File: config.mk
export PLATFORM = sky130hd
export DESIGN_NAME = dsrb_status_bank
export DESIGN_NICKNAME = d
export VERILOG_FILES = /design/src/dsrb_pkg.sv /design/src/dsrb_cs_fields.sv /design/src/dsrb_status_bank.sv
export SDC_FILE = /design/constraint.sdc
export NUM_CORES = 1
export LEC_CHECK = 0
export ABC_AREA = 1
export BUFFER_PORTS_ARGS = -buffer_cell sky130_fd_sc_hd__buf_2
export CORE_MARGIN = 2
export CORE_UTILIZATION = 35
export DETAILED_ROUTE_END_ITERATION = 16
export PLACE_DENSITY = 0.66
export RECOVER_POWER = 100
export SLEW_MARGIN = 20
export SYNTH_ARGS = -nofsm -noshare
export SYNTH_HDL_FRONTEND = slang
export SYNTH_HIERARCHICAL = 1
export SYNTH_SLANG_ARGS = --single-unit
File: constraint.sdc
create_clock -name i_clk -period 1.33 [get_ports i_clk]
set_clock_uncertainty 0.05 [all_clocks]
set_input_delay 0.266 -clock i_clk [delete_from_list [all_inputs] [get_ports i_clk]]
set_output_delay 0.266 -clock i_clk [all_outputs]
set_load 0.01 [all_outputs]
File: src/dsrb_pkg.sv
package dsrb_pkg;
  // Register addresses on the control interface
  localparam logic [7:0] DSRB_ADDR_CHIP_STATUS = 8'h40;
  localparam logic [7:0] DSRB_ADDR_PIN_LEVEL = 8'h41;
  localparam logic [7:0] DSRB_ADDR_RATIO_LSB = 8'h42;
  localparam logic [7:0] DSRB_ADDR_RATIO_MSB = 8'h45;
  localparam logic [7:0] DSRB_ADDR_CSTAT_LSB = 8'h46;
  localparam logic [7:0] DSRB_ADDR_CSTAT_MSB = 8'h5d;
  // Chip status field positions
  localparam int DSRB_POS_REVISION = 5;
  localparam int DSRB_POS_ID_LO = 2;
  localparam int DSRB_POS_AUTOMUTE = 1;
  localparam int DSRB_POS_LOCK = 0;
  // Pin status field position
  localparam int DSRB_POS_PIN_ONE = 0;
  // Consumer channel status fields, byte 0
  localparam int DSRB_POS_CS_PRO = 0;
  localparam int DSRB_POS_CS_DATA = 1;
  localparam int DSRB_POS_CS_NOCOPY = 2;
  localparam int DSRB_POS_CS_PREEMPH = 3;
  localparam int DSRB_POS_CS_FOURCH = 5;
  // Consumer channel status byte indexes
  localparam int DSRB_CS_BYTE_CATEGORY = 1;
  localparam int DSRB_CS_BYTE_NUMBERS = 2;
  localparam int DSRB_CS_BYTE_FREQ = 3;
  localparam int DSRB_CS_BYTE_WLEN = 4;
  // Values after reset
  localparam logic [31:0] DSRB_RATIO_RESET = 32'h0000_0000;
  localparam logic [7:0] DSRB_DATA_RESET = 8'h00;
  localparam logic [1:0] DSRB_SYNC_RESET = 2'h0;
  // Widths
  localparam int DSRB_CS_BYTES = 24;
endpackage

File: src/dsrb_cs_fields.sv
`timescale 1ns/1ps
// Splits the consumer fields out of the received channel status block
module dsrb_cs_fields
  import dsrb_pkg::*;
(
  // Channel status block
  input wire logic [191:0] i_cstat,
  // Format and byte 0 flags
  output logic o_professional,
  output logic o_is_data,
  output logic o_no_copyright,
  output logic o_preemphasis,
  output logic o_four_channel,
  // Consumer bytes 1 to 4
  output logic [7:0] o_category,
  output logic [3:0] o_source_num,
  output logic [3:0] o_channel_num,
  output logic [3:0] o_freq_code,
  output logic [1:0] o_clock_accuracy,
  output logic o_wlen_max24,
  output logic [2:0] o_wlen_code
);
  // Consumer meanings hold only when the format bit is clear
  logic cons;
  assign o_professional = i_cstat[DSRB_POS_CS_PRO];
  assign cons = ~o_professional;
  // Byte 0 flags
  assign o_is_data = cons & i_cstat[DSRB_POS_CS_DATA];
  assign o_no_copyright = cons & i_cstat[DSRB_POS_CS_NOCOPY];
  assign o_preemphasis = cons & i_cstat[DSRB_POS_CS_PREEMPH];
  assign o_four_channel = cons & i_cstat[DSRB_POS_CS_FOURCH];
  // Category code
  assign o_category = cons ? i_cstat[DSRB_CS_BYTE_CATEGORY*8 +: 8] : 8'h00;
  // Source number low nibble, channel number high nibble
  assign o_source_num = cons ? i_cstat[DSRB_CS_BYTE_NUMBERS*8 +: 4] : 4'h0;
  assign o_channel_num = cons ? i_cstat[DSRB_CS_BYTE_NUMBERS*8+4 +: 4] : 4'h0;
  // Sample frequency and clock accuracy
  assign o_freq_code = cons ? i_cstat[DSRB_CS_BYTE_FREQ*8 +: 4] : 4'h0;
  assign o_clock_accuracy = cons ? i_cstat[DSRB_CS_BYTE_FREQ*8+4 +: 2] : 2'h0;
  // Word length: max flag at bit 0, code above
  assign o_wlen_max24 = cons & i_cstat[DSRB_CS_BYTE_WLEN*8];
  assign o_wlen_code = cons ? i_cstat[DSRB_CS_BYTE_WLEN*8+1 +: 3] : 3'h0;
endmodule

File: src/dsrb_status_bank.sv
`timescale 1ns/1ps
module dsrb_status_bank
  import dsrb_pkg::*;
#(
  // Arbitrary neutral identity values
  parameter logic [2:0] DEVICE_IDENTIFIER = 3'h1,
  parameter logic REVISION = 1'b0
)
(
  // Clock and reset
  input wire logic i_clk,
  input wire logic i_rst_b,
  // Register read port from the control interface
  input wire logic i_rd,
  input wire logic [7:0] i_addr,
  output logic [7:0] o_rdata,
  output logic o_rvalid,
  // Live status from the audio path
  input wire logic i_automute_active,
  input wire logic i_lock,
  input wire logic [31:0] i_rate_ratio,
  input wire logic [191:0] i_cstat,
  // Pin from outside
  input wire logic i_general_pin_one,
  // Decoded consumer fields
  output logic o_professional,
  output logic o_is_data,
  output logic o_no_copyright,
  output logic o_preemphasis,
  output logic o_four_channel,
  output logic [7:0] o_category,
  output logic [3:0] o_source_num,
  output logic [3:0] o_channel_num,
  output logic [3:0] o_freq_code,
  output logic [1:0] o_clock_accuracy,
  output logic o_wlen_max24,
  output logic [2:0] o_wlen_code
);
  // All state of the bank
  typedef struct packed {
    logic [1:0] pin_sync; // Pin synchroniser, bit 0 first stage
    logic [31:0] ratio_hold; // Latched rate ratio
    logic [7:0] rdata; // Read data
    logic rvalid; // Read answer strobe
  } dsrb_state_t;

  dsrb_state_t state_reg; // Registered state
  dsrb_state_t state_next; // Next value of the state

  // Byte registers that make up the rate ratio
  localparam int RATIO_BYTES = 4;

  // Byte lanes of the live channel status block
  logic [7:0] cstat_byte [DSRB_CS_BYTES];
  // Byte lanes of the held rate ratio copy
  logic [7:0] hold_byte [RATIO_BYTES];

  // Address classes of the present address
  logic hit_chip; // Chip status register
  logic hit_pin; // Pin status register
  logic hit_ratio_lsb; // Capturing ratio byte
  logic hit_ratio_hi; // Upper ratio bytes
  logic hit_cstat; // Channel status bytes
  // Read of the capturing byte
  logic capture;

  // Chip status byte assembly
  function automatic logic [7:0] dsrb_chip_byte(input logic mute, input logic lock);
    logic [7:0] b;
    b = 8'h00;
    b[DSRB_POS_REVISION] = REVISION;
    b[DSRB_POS_ID_LO +: 3] = DEVICE_IDENTIFIER;
    b[DSRB_POS_AUTOMUTE] = mute;
    b[DSRB_POS_LOCK] = lock;
    return b;
  endfunction

  // Inclusive address range test, shared by two decodes
  function automatic logic dsrb_in_range(input logic [7:0] addr, input logic [7:0] lo,
    input logic [7:0] hi);
    return (addr >= lo) && (addr <= hi);
  endfunction

  // One lane per channel status register
  genvar g;
  generate
    for (g = 0; g < DSRB_CS_BYTES; g = g + 1)
    begin : g_cstat
      // Lowest register carries the lowest bits
      assign cstat_byte[g] = i_cstat[g*8 +: 8];
    end
  endgenerate

  // One lane per ratio register, lowest byte first
  generate
    for (g = 0; g < RATIO_BYTES; g = g + 1)
    begin : g_ratio
      // Upper registers show the held copy; the low byte register reads the live ratio
      assign hold_byte[g] = state_reg.ratio_hold[g*8 +: 8];
    end
  endgenerate

  // Address decode; the classes never overlap
  assign hit_chip = (i_addr == DSRB_ADDR_CHIP_STATUS);
  assign hit_pin = (i_addr == DSRB_ADDR_PIN_LEVEL);
  assign hit_ratio_lsb = (i_addr == DSRB_ADDR_RATIO_LSB);
  // Upper ratio bytes start one above the capturing byte
  assign hit_ratio_hi = dsrb_in_range(i_addr, DSRB_ADDR_RATIO_LSB + 8'h01,
    DSRB_ADDR_RATIO_MSB);
  // Twenty-four channel status registers
  assign hit_cstat = dsrb_in_range(i_addr, DSRB_ADDR_CSTAT_LSB, DSRB_ADDR_CSTAT_MSB);
  // Only this read or a reset may change the held copy
  assign capture = i_rd & hit_ratio_lsb;

  // Next state and read mux
  always_comb
  begin
    logic [7:0] ofs;
    ofs = 8'h00;
    state_next = state_reg;
    // Second stage reads only the first
    state_next.pin_sync = {state_reg.pin_sync[0], i_general_pin_one};
    // Answer strobe follows the request by one cycle
    state_next.rvalid = i_rd;
    // Whole ratio taken at once so the four bytes belong together
    if (capture)
    begin
      state_next.ratio_hold = i_rate_ratio;
    end
    // Read mux, one register per request
    if (i_rd)
    begin
      if (hit_chip)
      begin
        // Live flags, nothing cleared
        state_next.rdata = dsrb_chip_byte(i_automute_active, i_lock);
      end
      else if (hit_pin)
      begin
        // Reserved bits zero
        state_next.rdata = 8'h00;
        state_next.rdata[DSRB_POS_PIN_ONE] = state_reg.pin_sync[1];
      end
      else if (hit_ratio_lsb)
      begin
        // Low byte answered live, same value as captured
        state_next.rdata = i_rate_ratio[7:0];
      end
      else if (hit_ratio_hi)
      begin
        // Upper bytes from the held copy, which stays untouched
        ofs = i_addr - DSRB_ADDR_RATIO_LSB;
        state_next.rdata = hold_byte[ofs[1:0]];
      end
      else if (hit_cstat)
      begin
        // Offset from the first channel status register
        ofs = i_addr - DSRB_ADDR_CSTAT_LSB;
        state_next.rdata = cstat_byte[ofs[4:0]];
      end
      else
      begin
        // Unmapped address reads zero
        state_next.rdata = DSRB_DATA_RESET;
      end
    end
    else
    begin
      // No request, read data holds
      state_next.rdata = state_reg.rdata;
    end
  end

  // State register
  always_ff @(posedge i_clk or negedge i_rst_b)
  begin
    if (!i_rst_b)
    begin
      // Clear to constants only
      state_reg.pin_sync <= DSRB_SYNC_RESET;
      state_reg.ratio_hold <= DSRB_RATIO_RESET;
      state_reg.rdata <= DSRB_DATA_RESET;
      state_reg.rvalid <= 1'b0;
    end
    else
    begin
      // Whole struct advances together
      state_reg <= state_next;
    end
  end

  // Read answer
  assign o_rdata = state_reg.rdata;
  assign o_rvalid = state_reg.rvalid;

  // Consumer field decoder
  dsrb_cs_fields u_fields (
    .i_cstat(i_cstat),
    .o_professional(o_professional),
    .o_is_data(o_is_data),
    .o_no_copyright(o_no_copyright),
    .o_preemphasis(o_preemphasis),
    .o_four_channel(o_four_channel),
    .o_category(o_category),
    .o_source_num(o_source_num),
    .o_channel_num(o_channel_num),
    .o_freq_code(o_freq_code),
    .o_clock_accuracy(o_clock_accuracy),
    .o_wlen_max24(o_wlen_max24),
    .o_wlen_code(o_wlen_code)
  );
endmodule

==> results of run 1 <==
[through the flow]
stage	area, um^2	setup WS, ns
6_report	6873	-0.09533
5_1_grt	6873	-0.1816
4_1_cts	6818	-0.08011
3_5_place_dp	6409	-0.6301
3_3_place_gp	6409	-0.6333
2_1_floorplan	4511	-0.08977
[what timing repair did]
| item | 4_1_cts | 5_1_grt |
|---|---|---|
| hold buffers | 1 | 0 |
| endpoints found under the hold margin | 43 | 0 |
| resized for setup | 49 | 24 |
| gates cloned | 1 | 0 |
| pin swaps | 18 | 26 |
| setup endpoints to repair | 39 | 32 |
| setup buffers | 6 | 3 |
[power breakdown]
group | switching [W] | internal (W) | total, W
clock network | 0.000516 | 0.000885 | 0.00140
logic | 0.000990 | 0.000897 | 0.00189
registers | 0.0000393 | 0.00137 | 0.00141
[routing by layer]
metal,vias up,GRT usage (%)
li1,2913,-
met1,2620,35.05
met2,268,50.41
met3,33,4.500
met4,0,6.911
met5,-,0
[cell families (layout without fill, tap and decap cells)]
logic type               after synthesis  after routing  share of synthesized area (%)
AND/OR/NAND/NOR                      432            432                          41.88
adder cells (fa/ha/maj)                1              1                         0.2930
XOR/XNOR                               1              1                         0.3811
buffers and inverters                134            458                          14.86
flip-flops                            43             43                          25.21
AO/OA/AOI/OAI                         81             81                          10.79
multiplexers                          25             25                          6.594
[Yosys cell counts (all sizes together)]
master	number
nor4	1
o211ai	4
o221ai	1
a21oi	31
nor3	5
nand3	52
xor2	1
or2	5
nor2	143
inv	88
o21ai	23
nand3b	2
a22oi	5
nand4	14
dfrtp	43
mux2	25
nand2	209
buf	44
o22a	3
o22ai	14
ha	1
and3	1
clkbuf	2
[critical path, delay by kind of cell]
family / cells / cell delay (ns)
compound gates: 1 / 0.08
fa+ha+maj: 1 / 0.36
simple gates: 6 / 0.52
buf+inv: 3 / 0.32
[worst paths after layout]
| check | from | to | slack [ns] | depth (start not counted) |
|---|---|---|---|---|
| min in group asynchronous | i_rst_b | o_rvalid | 0.59 | 3 |
| max in group asynchronous | i_rst_b | hold_byte[5] | 0.23 | 3 |
| min | i_general_pin_one | state_next[42] | 0.04 | 1 |
| max | i_addr[1] | o_rdata[0] | -0.1 | 11 |
| min reg2reg | state_next[42] | state_reg[42] | 0.31 | 0 |
| max reg2reg | hold_byte[23] | o_rdata[7] | 0.05 | 6 |
[area by class of cell]
cell class	instances	area (um^2)
inverter	88	357.8
multi-input combinational	540	2810
clock buffer	5	125.1
fill	1219	5089
clock inverter	3	43.79
tap	147	183.9
sequential	43	1076
timing repair buffer	362	2276
[placed cells by master, fill, tap and decap left out, drive strengths merged]
cell	netlist	final
a21oi	31	31
a22oi	5	5
and3	1	1
buf	44	345
bufinv	0	1
clkbuf	2	21
clkinv	0	2
dfrtp	43	43
dlygate4sd3	0	1
ha	1	1
inv	88	88
mux2	25	25
nand2	209	209
nand3	52	52
nand3b	2	2
nand4	14	14
nor2	143	143
nor3	5	5
nor4	1	1
o211ai	4	4
o21ai	23	23
o221ai	1	1
o22a	3	3
o22ai	14	14
or2	5	5
xor2	1	1
==> results.json, run 1 <==
{
  "rows": 40,
  "die_x_um": 114.4,
  "cts_tree": "done",
  "synth.area.top_cells": "dfrtp_1 25%, nand2_1 18%, nor2_1 12%",
  "cp-start-kind": "primary input",
  "cp_cell_sequence": "buf_12 -> ha_4 -> buf_6 -> nand2_1 -> nand3b_1 -> nand3_1 -> a21oi_1 -> nand2_1 -> nand4_1 -> nand2_1 -> inv_1",
  "area_growth_pct": 60.99,
  "hold_path.class": "in2reg",
  "synth_seq_area_share_pct": 25.21,
  "yosys_warnings": 6,
  "synth_area_mm2": 0.004269,
  "worst_pin_slew_ns": 0.6007,
  "io_buffer_count": 277,
  "p_total_w": 0.004702,
  "rsz0062_at_grt": "true",
  "start_util_pct": 35.69,
  "clkTransAtPathRegs_ns": 0.06,
  "finalHoldViolations": 0,
  "wire_per_inst_um": 15.90,
  "syn_inst": 717,
  "layout_min_cycle_time_ns": 1.425,
  "die-area_mm2": 0.01310,
  "clock_path_buffers": 2,
  "synth_top_area_share_pct": 25.21,
  "coreArea_mm2": 0.01196,
  "endpoint_kind": "flop",
  "max_stage_delay_ns": 0.36,
  "insertion_delay_ns": 0.29,
  "dp_hpwl_um": 15590,
  "vias_per_cell": 4.911,
  "synth-seq-cells": 43,
  "drv_cap": 0,
  "drive_gt1_share_pct": 43.13,
  "power_per_cell_area_mw_per_mm2": 684.2,
  "failed_checks": "negative setup slack",
  "antenna_found_initial": 0,
  "n_antenna_cell": 0,
  "io_pins": 278,
  "holdWs_ns": 0.04275,
  "finalNonFillerCells": 1188,
  "wirelength_um": 18890,
  "grt_first_pass_wirelength_um": 28570,
  "die_y_um": 114.4,
  "crit_type": "in2reg",
  "worst_slack_ns": -0.09533,
  "critPathRequiredTime_ns": 1.46,
  "top_layer_used": "met4",
  "post-route-period-util_pct": 107.2,
  "largest_reg_flops": 32,
  "arrival_ns": 1.56,
  "cts.sinks": 43,
  "slowest_stage": "ha_4",
  "drc": 0,
  "gr-total-overflow": 0,
  "status": "finished, violations left",
  "peakVddDrop_uv": 618.7,
  "route.vias.total": 5834,
  "final_max_slew_viol_count": 0,
  "critPathMaxFanout": 9,
  "numCtsBuffers": 5,
  "place_inst": 1171,
  "dr_wl_met2_um": 9264,
  "grt_pass1_vias": 5584,
  "synth.net_count": 956,
  "cts_root_buffer": "clkbuf_16",
  "final_nets": 1279,
  "drtIter0Drc": 402,
  "grt_use_total_pct": 28.08,
  "dr.pass1.iters": 5,
  "clock.fmax_ghz": 0.7016,
  "fin_util_pct": 57.46,
  "synth_top_area_cell": "dfrtp_1",
  "tns_ns": -2.603,
  "gp_congestion": 0.9139,
  "htree_levels": 2,
  "wl_met3_um": 1191,
  "timing.slew.headroom_pct": 59.95,
  "ys_types": 31,
  "ant_nets": 0,
  "setup_viol": 41,
  "grt_start_max_net_pins": 44,
  "path_common_cell": "nand2_1",
  "syn_area_per_cell_um2": 5.954,
  "p_leak_nw": 4.002,
  "wl_met1_um": 7978
}
(Power assumes the default switching activity.)
==> inputs of run 2 (changes only) <==
- clock period: 1.33 -> 1.4 ns (I/O delays scaled with it)
==> results.json, run 2 (synthesis results as in run 1) <==
{
  "endpoint_kind": "flop",
  "wl_met1_um": 7922,
  "setup_viol": 7,
  "p_switching_w": 0.001447,
  "vias_per_cell": 4.996,
  "clock.fmax_ghz": 0.6745,
  "ff2ff_setup_slack_ns": 0.17,
  "post-route-period-util_pct": 105.9,
  "clock_path_buffers": 2,
  "switching_share_pct": 32.58,
  "ant_nets": 0,
  "cts_root_buffer": "clkbuf_16",
  "insertion_delay_ns": 0.28,
  "wirelength_um": 19730,
  "final_nets": 1282,
  "dr_wl_met2_um": 9573,
  "status": "finished, violations left",
  "drive_gt1_share_pct": 41.71,
  "antenna_found_initial": 4,
  "top_layer_used": "met4",
  "critPathMaxFanout": 7,
  "numCtsBuffers": 5,
  "grt_start_max_net_pins": 44,
  "dp_hpwl_um": 15500,
  "place_inst": 1155,
  "coreArea_mm2": 0.01196,
  "rows": 40,
  "drc": 0,
  "die_y_um": 114.4,
  "fin_util_pct": 57.21,
  "crit_type": "in2reg",
  "p_leak_nw": 3.943,
  "power_per_cell_area_mw_per_mm2": 648.9,
  "peakVddDrop_uv": 789.7,
  "area_growth_pct": 60.29,
  "final_common_cell": "buf_2",
  "clkTransAtPathRegs_ns": 0.06,
  "layout_min_cycle_time_ns": 1.483,
  "hold_path.class": "in2reg",
  "cts_tree": "done",
  "wl_met3_um": 1541,
  "drv_cap": 0,
  "die_x_um": 114.4,
  "cts.sinks": 43,
  "timing.slew.headroom_pct": 61.58,
  "finalHoldViolations": 0,
  "finalNonFillerCells": 1194,
  "worst_slack_ns": -0.08262,
  "worst_pin_slew_ns": 0.5762,
  "wire_per_inst_um": 16.53,
  "layout_common_cells": "251 x buf_2, 194 x nand2_1, 133 x nor2_1, 83 x inv_1, 61 x buf_4",
  "drtIter0Drc": 519,
  "route.vias.total": 5965,
  "io_pins": 278,
  "failed_checks": "negative setup slack",
  "gp_congestion": 0.9160,
  "p_seq_share_pct": 30.2,
  "die-area_mm2": 0.01310,
  "grt_first_pass_wirelength_um": 29370,
  "clkPwrFrac_pct": 28.7,
  "internal_power_w": 0.002994,
  "rsz0062_at_grt": "true",
  "post-place-ws_ns": -0.7008,
  "dr.pass1.iters": 5,
  "critPathRequiredTime_ns": 1.53,
  "io_buffer_count": 277,
  "htree_levels": 2,
  "grt_pass1_vias": 5817,
  "comb_power_share_pct": 41.1,
  "gr-total-overflow": 0,
  "largest_reg_flops": 32,
  "start_util_pct": 35.69,
  "cp-start-kind": "primary input",
  "final_max_slew_viol_count": 0,
  "arrival_ns": 1.61,
  "grt_use_total_pct": 29.00
}
## run 2: cell types whose count changed in the layout (fill, tap and decap cells not counted), sizes merged
| cell | delta |
|---|---|
| clkinv | -2 |
| nor2 | +1 |
| diode | +4 |
| buf | -10 |
| clkbuf | +13 |
## run 2: worst paths after layout
| check | startpoint | end | cells after the start |
|---|---|---|---|
| worst min-delay path | i_general_pin_one | state_next[42] | 1 |
| worst min register to register | state_next[42] | state_reg[42] | 0 |
| max in group asynchronous | i_rst_b | o_rdata[0] | 3 |
| worst max-delay path | i_addr[1] | o_rdata[7] | 14 |
| worst max register to register | hold_byte[23] | o_rdata[7] | 6 |
| min in group asynchronous | i_rst_b | o_rvalid | 3 |
## run 2: cell type report
type,instances,area [um^2]
Antenna cell,4,10.01
Clock inverter,1,30.03
Inverter,88,357.8
Sequential cell,43,1076
Tap cell,147,183.9
Clock buffer,6,128.9
Multi-Input combinational cell,541,2839
Fill cell,1197,5119
Timing Repair Buffer,364,2217
## run 2: power groups by stage
stage,sequential (W),combinational (W),clock [W]
2_1_floorplan,0.00135,0.000837,0
3_3_place_gp,0.00136,0.00159,0
3_5_place_dp,0.00136,0.00159,0
4_1_cts,0.00134,0.00177,0.00130
5_1_grt,0.00135,0.00199,0.00136
6_report,0.00134,0.00182,0.00128
## run 2: worst max-delay path: stages
cell and delay (ns):
buf_12 0.13, buf_8 0.12, buf_6 0.11, nor2_4 0.19, buf_12 0.16, nand2_4 0.05, o21ai_4 0.06, nor3_2 0.06
o21ai_1 0.14, nand2_1 0.09, nand3_2 0.06, nand2_1 0.05, nand2_1 0.05, nand2_1 0.05
## run 2: per-layer routing
metal,up-vias,track usage [%]
met5,-,0
met3,53,4.659
li1,2912,-
met1,2702,35.78
met2,298,50.37
met4,0,11.63
## run 2: stage by stage
step | setup TNS [ns] | total power [W] | hold slack, ns | instance area [um^2]
global route | -1.973 | 0.004703 | 0.05144 | 6843
finish | -0.3187 | 0.004441 | 0.05070 | 6843
detailed placement | -16.64 | 0.002955 | 0.2231 | 6162
global placement | -15.64 | 0.002947 | 0.2214 | 6162
CTS | -0.1798 | 0.004407 | 0.04572 | 6728
floorplan | -0.09527 | 0.002188 | -0.06559 | 4482
## run 2: timing repair
action / 4_1_cts / 5_1_grt
endpoints found under the hold margin: 43 / 0
cloned: 2 / 2
setup endpoints to repair: 37 / 13
hold buffers: 1 / 0
pin swaps: 17 / 22
resized for setup: 47 / 28
setup buffers: 19 / 6
==> inputs of run 3 (changes only) <==
- BUFFER_PORTS_ARGS: -buffer_cell sky130_fd_sc_hd__buf_2 -> -buffer_cell sky130_fd_sc_hd__clkbuf_2
- CORE_AREA: default -> 2 2 108 110
- CORE_MARGIN: 2 -> default
- CORE_UTILIZATION: 35 -> default
- DIE_AREA: default -> 0 0 110 112
- PLACE_DENSITY: 0.66 -> 0.72
==> results.json, run 3 (synthesis results as in run 1) <==
{
  "worst_pin_slew_ns": 0.5705,
  "grt_use_total_pct": 28.99,
  "critPathRequiredTime_ns": 1.53,
  "dr.pass1.iters": 5,
  "p_seq_share_pct": 29.8,
  "die-area_mm2": 0.01232,
  "antenna_found_initial": 0,
  "critPathMaxFanout": 10,
  "cp_cell_sequence": "clkbuf_16 -> ha_4 -> buf_4 -> clkinv_8 -> buf_4 -> nand3_1 -> nand2_1 -> nor2_1 -> nor2_2 -> nand2_1 -> nand2_1 -> nand2_1 -> nand2_1",
  "clkPwrFrac_pct": 29.4,
  "drtIter0Drc": 453,
  "timing.slew.headroom_pct": 61.97,
  "crit_type": "in2reg",
  "ff2ff_setup_slack_ns": 0.20,
  "io_pins": 278,
  "rows": 39,
  "max_stage_delay_ns": 0.29,
  "endpoint_kind": "flop",
  "timing.hold.worst.start": "i_general_pin_one",
  "switching_share_pct": 33.13,
  "cts_tree": "done",
  "drv_cap": 0,
  "grt_pass1_vias": 5563,
  "layout_common_cells": "240 x clkbuf_2, 188 x nand2_1, 131 x nor2_1, 80 x inv_1, 54 x buf_4",
  "vias_per_cell": 5.051,
  "gp_congestion": 0.9300,
  "grt_first_pass_wirelength_um": 27660,
  "cts_root_buffer": "clkbuf_16",
  "insertion_delay_ns": 0.29,
  "io_buffer_count": 277,
  "p_switching_w": 0.001498,
  "p_total_w": 0.004521,
  "clock.fmax_ghz": 0.6685,
  "area_growth_pct": 65.21,
  "htree_levels": 2,
  "dp_hpwl_um": 14910,
  "finalHoldViolations": 0,
  "crit-reg2reg-capture": "o_rdata[4]",
  "grt_start_max_net_pins": 44,
  "final_area_mm2": 0.007053,
  "timing.rr.start": "hold_byte[20]",
  "rsz0062_at_grt": "true",
  "cp-start-kind": "primary input",
  "ant_nets": 0,
  "die_y_um": 112,
  "final_nets": 1290,
  "numCtsBuffers": 5,
  "peakVddDrop_uv": 791.6,
  "placed_area_mm2": 0.006355,
  "post-route-period-util_pct": 106.8,
  "hold-path-cell-count": 1,
  "clkTransAtPathRegs_ns": 0.06,
  "start_util_pct": 38.20,
  "critPathBufInv": 4,
  "drive_gt1_share_pct": 42.40,
  "path_common_cell": "nand2_1",
  "wire_per_inst_um": 16.21,
  "hold_path.class": "in2reg",
  "die_x_um": 110,
  "failed_checks": "negative setup slack",
  "route.vias.total": 6036,
  "p_leak_nw": 4.058,
  "coreArea_mm2": 0.01117,
  "reg2reg_depth": 6,
  "wirelength_um": 19370,
  "cts.sinks": 43,
  "gr-total-overflow": 0,
  "internal_power_w": 0.003023,
  "final_common_cell": "clkbuf_2",
  "power_per_cell_area_mw_per_mm2": 641.0,
  "status": "finished, violations left",
  "slowest_stage": "ha_4",
  "arrival_ns": 1.63,
  "n_antenna_cell": 0,
  "comb_power_share_pct": 40.8,
  "layout_min_cycle_time_ns": 1.496,
  "cpLargestDelayFamily": "simple AND/OR/NAND/NOR gates",
  "drc": 0,
  "hold_end": "state_next[42]",
  "worst_slack_ns": -0.09578,
  "setup_viol": 36,
  "clock_path_buffers": 2,
  "largest_reg_flops": 32,
  "final_max_slew_viol_count": 0
}
run 3: cell count changes in the layout (fill, tap and decap cells not counted), sizes merged:
| cell | change |
|---|---|
| clkinv | +5 |
| inv | -1 |
| diode | -4 |
| buf | -247 |
| clkbuf | +253 |
| nor2 | -1 |
run 3: per-layer routing:
layer	track usage, %	routed length, um
met4	8.776	620
met5	0	0
met1	35.01	7258
met2	51.62	9836
met3	4.977	1654
run 3: how the worst max path moves through the flow:
stage	startpoint	endpoint	slack [ns]	cells past startpoint
2_1_floorplan	i_addr[2]	o_rdata[6]	-0.03	12
6_report	i_addr[1]	o_rdata[5]	-0.1	13
5_1_grt	i_addr[1]	o_rdata[7]	-0.17	13
4_1_cts	i_addr[1]	o_rdata[0]	-0.07	12
3_5_place_dp	i_addr[1]	o_rdata[5]	-0.50	11
3_3_place_gp	i_addr[0]	o_rdata[5]	-0.50	14
run 3: power groups by stage:
| stage | logic (W) | registers, W | clock network, W |
|---|---|---|---|
| after floorplan | 0.000837 | 0.00135 | 0 |
| after global placement | 0.00161 | 0.00136 | 0 |
| after detailed placement | 0.00161 | 0.00136 | 0 |
| after CTS | 0.00172 | 0.00134 | 0.00133 |
| after global routing | 0.00201 | 0.00135 | 0.00139 |
| final | 0.00185 | 0.00135 | 0.00133 |
run 3: layout make-up:
cell class | count | area (um^2)
clock inverters | 3 | 43.79
fillers | 1049 | 4121
repair buffers | 371 | 2380
clock buffers | 5 | 125.1
well taps | 143 | 178.9
multi-input cells | 540 | 2856
repair inverters | 2 | 25.02
flip-flops and latches | 43 | 1076
inverters | 88 | 367.9
run 3: per-stage QoR:
step	cells	utilization [%]	setup TNS, ns	hold slack (ns)	setup slack, ns
2_1_floorplan	717	-	-0.09527	-0.06559	-0.03377
3_3_place_gp	1164	56.87	-14.68	0.2246	-0.5008
3_5_place_dp	1164	56.87	-15.55	0.2218	-0.5036
4_1_cts	1183	60.55	-0.3391	0.05341	-0.07450
5_1_grt	1195	63.12	-4.466	0.05710	-0.1705
6_report	1195	63.12	-2.426	0.05022	-0.09578
run 3: timing repair:
| action | CTS | global route |
|---|---|---|
| setup endpoints to repair | 36 | 29 |
| setup buffers | 11 | 6 |
| cloned | 1 | 6 |
| hold buffers | 1 | 0 |
| resized for setup | 36 | 61 |
| pin swaps | 22 | 36 |
| hold endpoints to repair | 43 | 0 |
